**config.mk**
```make
export PLATFORM = sky130hd
export DESIGN_NAME = qwb_wiper_bank
export DESIGN_NICKNAME = d
export VERILOG_FILES = /design/src/inc/qwb_pkg.sv /design/src/design/qwb_wiper_bank.sv /design/src/design/qwb_pin_front.sv
export SDC_FILE = /design/constraint.sdc
export NUM_CORES = 2
export LEC_CHECK = 0
export CORE_AREA = 5 5 414 416
export CTS_CLUSTER_SIZE = 14
export DETAILED_ROUTE_END_ITERATION = 8
export DIE_AREA = 0 0 419 421
export DONT_BUFFER_PORTS = 1
export GPL_ROUTABILITY_DRIVEN = 0
export GPL_TIMING_DRIVEN = 0
export PLACE_DENSITY = 0.53
export SKIP_CTS_REPAIR_TIMING = 1
export SYNTH_ARGS = -nofsm -noshare
export SYNTH_HDL_FRONTEND = slang
export SYNTH_SLANG_ARGS = --single-unit
```
**constraint.sdc**
```tcl
create_clock -name mclk -period 9.3 [get_ports mclk]
set_clock_uncertainty 0.15 [all_clocks]
set_input_delay 1.395 -clock mclk [delete_from_list [all_inputs] [get_ports mclk]]
set_output_delay 1.395 -clock mclk [all_outputs]
set_load 0.01 [all_outputs]
```
**src/inc/qwb_pkg.sv**
```systemverilog
// shared constants and types for the quad wiper register bank
package qwb_pkg;
  // channel and storage geometry
  localparam int NUM_CH = 4;
  localparam int NUM_SLOT = 4;
  localparam int DATA_W = 8;
  localparam int NUM_TAPS = 256;
  localparam int ADDR_PINS = 4;
  // instruction byte fields
  localparam int OP_HI = 7;
  localparam int OP_LO = 4;
  localparam int CH_HI = 3;
  localparam int CH_LO = 2;
  localparam int IDX_HI = 1;
  localparam int IDX_LO = 0;
  // instruction codes
  localparam logic [3:0] OP_STEP = 4'h2;
  localparam logic [3:0] OP_RD_WIPER = 4'h9;
  localparam logic [3:0] OP_WR_WIPER = 4'ha;
  localparam logic [3:0] OP_RD_STORED = 4'hb;
  localparam logic [3:0] OP_WR_STORED = 4'hc;
  localparam logic [3:0] OP_LOAD_WIPER = 4'hd;
  localparam logic [3:0] OP_SAVE_WIPER = 4'he;
  // bit counting and reset values
  localparam logic [2:0] LAST_BIT = 3'h7;
  localparam logic [7:0] STORED_RESET = 8'h80;
  localparam logic [7:0] WIPER_RESET = 8'h80;
  localparam logic [7:0] WIPER_MAX = 8'hff;
  localparam logic [7:0] WIPER_MIN = 8'h00;
  localparam logic [NUM_TAPS-1:0] TAP_RESET = {{(NUM_TAPS-1){1'b0}}, 1'b1} << WIPER_RESET;

  typedef enum logic [3:0] {
    ST_RECALL, ST_IDLE, ST_ADDR, ST_ADDR_ACK, ST_INSTR, ST_INSTR_ACK,
    ST_WDATA, ST_WDATA_ACK, ST_RDATA, ST_RACK, ST_IGNORE
  } qwb_state_t;

  // one sample of the external pins
  typedef struct packed {
    logic scl;
    logic sda;
    logic guard_n;
    logic [ADDR_PINS-1:0] addr;
  } qwb_sync_t;

  // decoded bus events towards the bank
  typedef struct packed {
    logic scl_rise;
    logic scl_fall;
    logic start;
    logic stop;
    logic sda;
    logic wp_ok;
    logic [ADDR_PINS-1:0] addr;
  } qwb_pins_t;

  typedef struct packed {
    qwb_sync_t s1;
    qwb_sync_t s2;
    qwb_sync_t last;
  } qwb_front_t;

  typedef struct packed {
    qwb_state_t st;
    logic [DATA_W-1:0] sh;
    logic [DATA_W-1:0] tx;
    logic [2:0] cnt;
    logic done;
    logic rw;
    logic ack_ok;
    logic rd_nv;
    logic [1:0] ch;
    logic [1:0] idx;
    logic [3:0] op;
    logic sda_oe_n;
    logic sda_o;
    logic [NUM_CH-1:0][DATA_W-1:0] wiper;
    logic [NUM_CH-1:0][NUM_SLOT-1:0][DATA_W-1:0] stored;
    logic [NUM_CH-1:0][NUM_TAPS-1:0] tap;
  } qwb_bank_t;

  localparam qwb_bank_t BANK_RESET = '{
    st: ST_RECALL, sda_oe_n: 1'b1,
    wiper: {NUM_CH{WIPER_RESET}},
    stored: {(NUM_CH*NUM_SLOT){STORED_RESET}},
    tap: {NUM_CH{TAP_RESET}},
    default: '0
  };
endpackage

```
**src/design/qwb_wiper_bank.sv**
```systemverilog
// four-channel wiper register bank behind a two-wire serial target
module qwb_wiper_bank import qwb_pkg::*; #(
  parameter logic [2:0] DEV_ID = 3'h2 // fixed address bits, value arbitrary
) (
  // clock and reset
  input wire logic mclk,
  input wire logic rstn,
  // serial bus pins
  input wire logic scl,
  input wire logic sda_i,
  output logic sda_o,
  output logic sda_oe_n,
  // straps and guard
  input wire logic addr_select_bit0,
  input wire logic addr_select_bit1,
  input wire logic addr_select_bit2,
  input wire logic addr_select_bit3,
  input wire logic wr_guard_n,
  // wiper state towards the resistor arrays
  output logic [NUM_CH-1:0][DATA_W-1:0] wiper_position_reg,
  output logic [NUM_CH-1:0][NUM_TAPS-1:0] tap_sel
);
  qwb_pins_t pins;
  qwb_bank_t q;
  qwb_bank_t d;

  qwb_pin_front u_front (
    .mclk(mclk),
    .rstn(rstn),
    .scl(scl),
    .sda(sda_i),
    .wr_guard_n(wr_guard_n),
    .addr_pins({addr_select_bit3, addr_select_bit2, addr_select_bit1, addr_select_bit0}),
    .pins(pins)
  );

  // four stored slots per channel
  // register addressed by the read pointer
  function automatic logic [DATA_W-1:0] rd_sel(input qwb_bank_t s);
    return s.rd_nv ? s.stored[s.ch][s.idx] : s.wiper[s.ch];
  endfunction

  // saturating single step, so the wiper never wraps end to end
  function automatic logic [DATA_W-1:0] step(input logic [DATA_W-1:0] w, input logic up);
    if (up) begin
      return (w == WIPER_MAX) ? w : w + 8'h01;
    end
    return (w == WIPER_MIN) ? w : w - 8'h01;
  endfunction

  // protocol engine and register updates
  always_comb begin
    d = q;
    if (q.st == ST_RECALL) begin
      for (int c = 0; c < NUM_CH; c++) begin
        d.wiper[c] = q.stored[c][0];
      end
      d.st = ST_IDLE;
    end else if (pins.start) begin
      // a start always resynchronises the engine
      d.st = ST_ADDR;
      d.cnt = 3'h0;
      d.done = 1'b0;
      d.sda_oe_n = 1'b1;
    end else if (pins.stop) begin
      d.st = ST_IDLE;
      d.sda_oe_n = 1'b1;
    end else begin
      case (q.st)
        ST_ADDR, ST_INSTR, ST_WDATA: begin
          if (pins.scl_rise && !q.done) begin
            d.sh = {q.sh[DATA_W-2:0], pins.sda};
            d.cnt = q.cnt + 3'h1;
            d.done = (q.cnt == LAST_BIT);
          end else if (pins.scl_fall && q.done) begin
            d.done = 1'b0;
            d.cnt = 3'h0;
            d.sda_oe_n = 1'b0;
            if (q.st == ST_ADDR) begin
              if (q.sh[7:1] == {DEV_ID, pins.addr}) begin
                d.rw = q.sh[0];
                d.st = ST_ADDR_ACK;
              end else begin
                d.sda_oe_n = 1'b1;
                d.st = ST_IGNORE;
              end
            end else if (q.st == ST_INSTR) begin
              d.op = q.sh[OP_HI:OP_LO];
              d.ch = q.sh[CH_HI:CH_LO];
              d.idx = q.sh[IDX_HI:IDX_LO];
              d.rd_nv = (q.sh[OP_HI:OP_LO] == OP_RD_STORED);
              d.st = ST_INSTR_ACK;
              case (q.sh[OP_HI:OP_LO])
                OP_RD_WIPER, OP_RD_STORED, OP_WR_WIPER, OP_WR_STORED, OP_STEP: begin
                end
                OP_LOAD_WIPER: begin
                  d.wiper[q.sh[CH_HI:CH_LO]] = q.stored[q.sh[CH_HI:CH_LO]][q.sh[IDX_HI:IDX_LO]];
                end
                OP_SAVE_WIPER: begin
                  if (pins.wp_ok) begin
                    d.stored[q.sh[CH_HI:CH_LO]][q.sh[IDX_HI:IDX_LO]] = q.wiper[q.sh[CH_HI:CH_LO]];
                  end
                end
                default: begin
                  d.sda_oe_n = 1'b1;
                  d.st = ST_IGNORE;
                end
              endcase
            end else begin
              // data byte writes only from the bus
              d.st = ST_WDATA_ACK;
              case (q.op)
                OP_WR_WIPER: d.wiper[q.ch] = q.sh;
                OP_WR_STORED: begin
                  if (pins.wp_ok) begin
                    d.stored[q.ch][q.idx] = q.sh;
                  end
                end
                // step mode, bit 0 picks direction
                OP_STEP: d.wiper[q.ch] = step(q.wiper[q.ch], q.sh[0]);
                default: begin
                end
              endcase
            end
          end
        end
        ST_ADDR_ACK: begin
          if (pins.scl_fall) begin
            d.cnt = 3'h0;
            if (q.rw) begin
              d.tx = rd_sel(q);
              d.sda_oe_n = d.tx[DATA_W-1];
              d.st = ST_RDATA;
            end else begin
              d.sda_oe_n = 1'b1;
              d.st = ST_INSTR;
            end
          end
        end
        ST_INSTR_ACK, ST_WDATA_ACK: begin
          if (pins.scl_fall) begin
            d.sda_oe_n = 1'b1;
            d.st = ST_WDATA;
          end
        end
        // a one bit releases the line
        ST_RDATA: begin
          if (pins.scl_fall) begin
            if (q.cnt == LAST_BIT) begin
              d.sda_oe_n = 1'b1;
              d.st = ST_RACK;
            end else begin
              d.tx = {q.tx[DATA_W-2:0], 1'b0};
              d.cnt = q.cnt + 3'h1;
              d.sda_oe_n = d.tx[DATA_W-1];
            end
          end
        end
        ST_RACK: begin
          if (pins.scl_rise) begin
            d.ack_ok = !pins.sda;
          end else if (pins.scl_fall) begin
            if (q.ack_ok) begin
              d.tx = rd_sel(q);
              d.cnt = 3'h0;
              d.sda_oe_n = d.tx[DATA_W-1];
              d.st = ST_RDATA;
            end else begin
              d.st = ST_IGNORE;
            end
          end
        end
        default: begin
        end
      endcase
    end
    // one-hot tap decode of each wiper
    for (int c = 0; c < NUM_CH; c++) begin
      d.tap[c] = {{(NUM_TAPS-1){1'b0}}, 1'b1} << d.wiper[c];
    end
    d.sda_o = 1'b0;
  end

  // state register
  always_ff @(posedge mclk) begin
    if (!rstn) begin
      q <= BANK_RESET;
    end else begin
      q <= d;
    end
  end

  // outputs are plain flop copies
  assign sda_o = q.sda_o;
  assign sda_oe_n = q.sda_oe_n;
  assign wiper_position_reg = q.wiper;
  assign tap_sel = q.tap;

  for (genvar g = 0; g < NUM_CH; g++) begin : g_tap_chk

  end
endmodule

```
**src/design/qwb_pin_front.sv**
```systemverilog
// pin synchronisers and start, stop and clock edge detection
module qwb_pin_front import qwb_pkg::*; (
  // clock and reset
  input wire logic mclk,
  input wire logic rstn,
  // raw pins
  input wire logic scl,
  input wire logic sda,
  input wire logic wr_guard_n,
  input wire logic [ADDR_PINS-1:0] addr_pins,
  // decoded events
  output qwb_pins_t pins
);
  qwb_front_t q;
  qwb_front_t d;

  // two flops per pin, then one history stage for edges
  always_comb begin
    d = q;
    d.s1 = '{scl: scl, sda: sda, guard_n: wr_guard_n, addr: addr_pins};
    d.s2 = q.s1;
    d.last = q.s2;
  end

  always_ff @(posedge mclk) begin
    if (!rstn) begin
      q <= '{s1: '1, s2: '1, last: '1};
    end else begin
      q <= d;
    end
  end

  // events are combinational to save a cycle of the short ack window
  assign pins.scl_rise = q.s2.scl && !q.last.scl;
  assign pins.scl_fall = !q.s2.scl && q.last.scl;
  assign pins.start = q.s2.scl && q.last.scl && !q.s2.sda && q.last.sda;
  assign pins.stop = q.s2.scl && q.last.scl && q.s2.sda && !q.last.sda;
  assign pins.sda = q.s2.sda;
  assign pins.wp_ok = q.s2.guard_n;
  assign pins.addr = q.s2.addr;
endmodule

```
==> results.yml <==
worst_setup_path:
  r2r_end: "tap_sel[947]"
  cp_data_required_time_ns: 9.76
  rrSetupSlack_ns: 3.34
  endpoint: "tap_sel[947]"
  cp-start-kind: "register"
  ff2ff_path_depth: 14
  cp_num_cells: 14
  startpoint: "q[1193]"
  critPathKind: "reg2reg"
  slowest_stage: "a22oi_1"
  critPathCaptureType: "register"
  cp_max_fo: 10
  path_delay_family: "compound AO/OA/AOI/OAI gates"
  worstPathCellList: "buf_2 > buf_2 > mux4_2 > buf_4 > inv_1 > ha_1 > xnor2_1 > a211oi_1 > o21ai_0 > a22oi_1 > nor2_1 > nand3_1 > clkbuf_1 > nor2_1"
  arrival_ns: 6.43
  r2r-start: "q[1193]"
  slowest_delay_ns: 0.94
  cp_num_buf_inv: 5
min_path:
  hold_depth: 1
  worst_hold_path_type: "reg2reg"
finish:
  mostFrequentLayoutCells: "dfxtp_1 (1235), nor2_1 (1231), buf_4 (1066)"
  layout_commonest_cell: "dfxtp_1"
  fill_cells: 17200
  fin_nets: 5278
  largest_reg_flops: 1024
  drive_above_1_share_pct: 27.7
  area_growth_pct: 15.4
  final_area_mm2: 0.0561
timing:
  finalHoldWorstSlack_ns: 0.255
  hold_viol_final: 0
  finalSetupViolCount: 0
  rsz0062_at_grt: "no"
  tns_ns: 0
  max_freq_mhz: 168
  slew_violations: 1
  period_needed_ns: 5.96
  worst_pin_slew_ns: 1.50
  period_share_pct: 64.1
  slew_headroom_pct: -0.466
global_routing:
  grt_util_all_layers_pct: 21.9
  grt_pass1_wl_um: 277000
  antenna_found_initial: 16
  grt_max_degree: 17
  grt_pass1_vias: 34900
  grt-ovfl-total: 0
clock_network:
  cts_max_level: 4
  clkTransAtPathRegs_ns: 0.07
  cts_root_buf: "clkbuf_16"
  cts_buffers: 136
  clk_path_buf_depth: 3
  cts_tree: "built"
  cts.sinks: 1235
  clkLatencyLatePin_ns: 0.82
detailed_routing:
  via_count: 36700
  wirelength_um: 204000
  ant_nets: 0
  initialDrtViolationCount: 4307
  via_per_inst: 4.84
  drc: 26
  wl_per_cell_um: 26.9
  drtPass1Iterations: 9
floorplanning:
  start_util_pct: 29.1
  core_mm2: 0.167
  dieArea_mm2: 0.176
  pin_count: 1067
  die_y_um: 421
  rows: 150
  dieWidth_um: 419
place:
  place_hpwl_um: 158000
  io_buffer_count: 0
  post_dp_cell_area_mm2: 0.0514
power_and_ir_drop:
  vdd_ir_drop_max_uv: 189
  p_total_mw: 11.2
  p_leak_nw: 22.8
  cellPowerDensity_mw_per_mm2: 199
yosys:
  synth-edff-count: 0
  ys_types: 102
  synthSimpleGateAreaFrac_pct: 15.6
  synthMuxAreaShare_pct: 7.32
  synth_top_family_by_area: "buffers and inverters"
  synth_warnings: 0
  synth_top_area_share_pct: 50.9
  ys_ff_latch: 1235
  syn_area_mm2: 0.0486
  postSynth.asyncResetShare_pct: 0
  synth_compound_area_share_pct: 6.74
  syn_area_per_cell_um2: 9.49
  synthAdderAreaFrac_pct: 0.129
  synthXorXnorAreaFrac_pct: 0.219
  yosysSeqAreaShare_pct: 50.9
  synth_fp_nets: 5134
  synth_top_area_cell: "dfxtp_1"
  syn_inst: 5120
  ys_top_cells_by_area: "dfxtp_1 (51%), buf_4 (16%), nor2_1 (9.5%)"
  yosys_most_used_dff: "dfxtp_1"
outcome:
  status: "finished, violations left"
  violations: "design-rule violations, max-capacitance violations, max-slew violations"
flow_run:
  cap_violations: 2
## worst register-to-register path: stages, from the launching register on
cell and delay, ns:
dfxtp_1 0.30, buf_2 0.27, buf_2 0.31, mux4_2 0.32, buf_4 0.21, inv_1 0.14, ha_1 0.27, xnor2_1 0.11
a211oi_1 0.76, o21ai_0 0.26, a22oi_1 0.95, nor2_1 0.24, nand3_1 0.35, clkbuf_1 0.87, nor2_1 0.26
## routing by layer
metal / up-vias / wire [um] / global-route usage, %
li1: 16100 / - / -
met1: 17800 / 77200 / 25.6
met2: 2185 / 95400 / 36.4
met3: 574 / 20000 / 7.17
met4: 6 / 11100 / 10.1
met5: - / 38 / 0
## Yosys cell counts (23+ instances only)
library cell     n
a21oi_1         74
and2_1          23
buf_2           54
buf_4         1062
clkbuf_1       205
dfxtp_1       1235
inv_1           31
mux2i_1        162
mux4_2          82
nand2_1        193
nand2b_1        34
nand3_1        104
nand4_1         26
nor2_1        1231
o21ai_0         83
o22ai_1        131
## kinds of logic after synthesis
| group | count (synthesis) |
|---|---|
| DFF | 1235 |
| and+or+nand+nor | 1752 |
| xor gates and xnor gates | 10 |
| AOI/OAI and AO/OA | 488 |
| muxes | 252 |
| adders and majority gates | 5 |
| buffers and inverters | 1377 |
| other | 1 |
## cell type report
class | count | area [um2] | area share (%)
inverter | 31 | 116 | 0.208
clock inverter | 45 | 671 | 1.20
clock buffer | 197 | 3930 | 7.01
multi-input combinational | 2508 | 14600 | 26.1
sequential | 1235 | 24700 | 44.1
buffer | 1346 | 9180 | 16.4
tap | 2204 | 2760 | 4.92
antenna | 9 | 22.5 | 0.0402
timing repair buffer | 6 | 52.6 | 0.0937
## power breakdown
part | switching, mW | internal (mW)
clock network | 2.38 | 3.13
registers | 0.0187 | 5.31
logic | 0.260 | 0.0812
total | 2.66 | 8.52
## worst min path at each step
stage	slack, ns	from	endpoint
floorplan	0.24	u_front.d[13]	u_front.d[6]
global placement	0.24	u_front.d[12]	u_front.pins[5]
detailed placement	0.25	u_front.d[9]	u_front.pins[2]
CTS	0.26	u_front.d[12]	u_front.pins[5]
global route	0.28	u_front.d[12]	u_front.pins[5]
finish	0.26	u_front.d[12]	u_front.pins[5]
## stage by stage
step	std cells	utilization [%]	setup slack, ns
floorplan	5120	-	5.21
global placement	7324	30.8	3.23
detailed placement	7329	30.8	3.32
CTS	7571	33.6	3.30
global route	7580	33.6	2.89
finish	7581	33.6	3.34
Note: power is estimated with default switching activity, not from simulation.
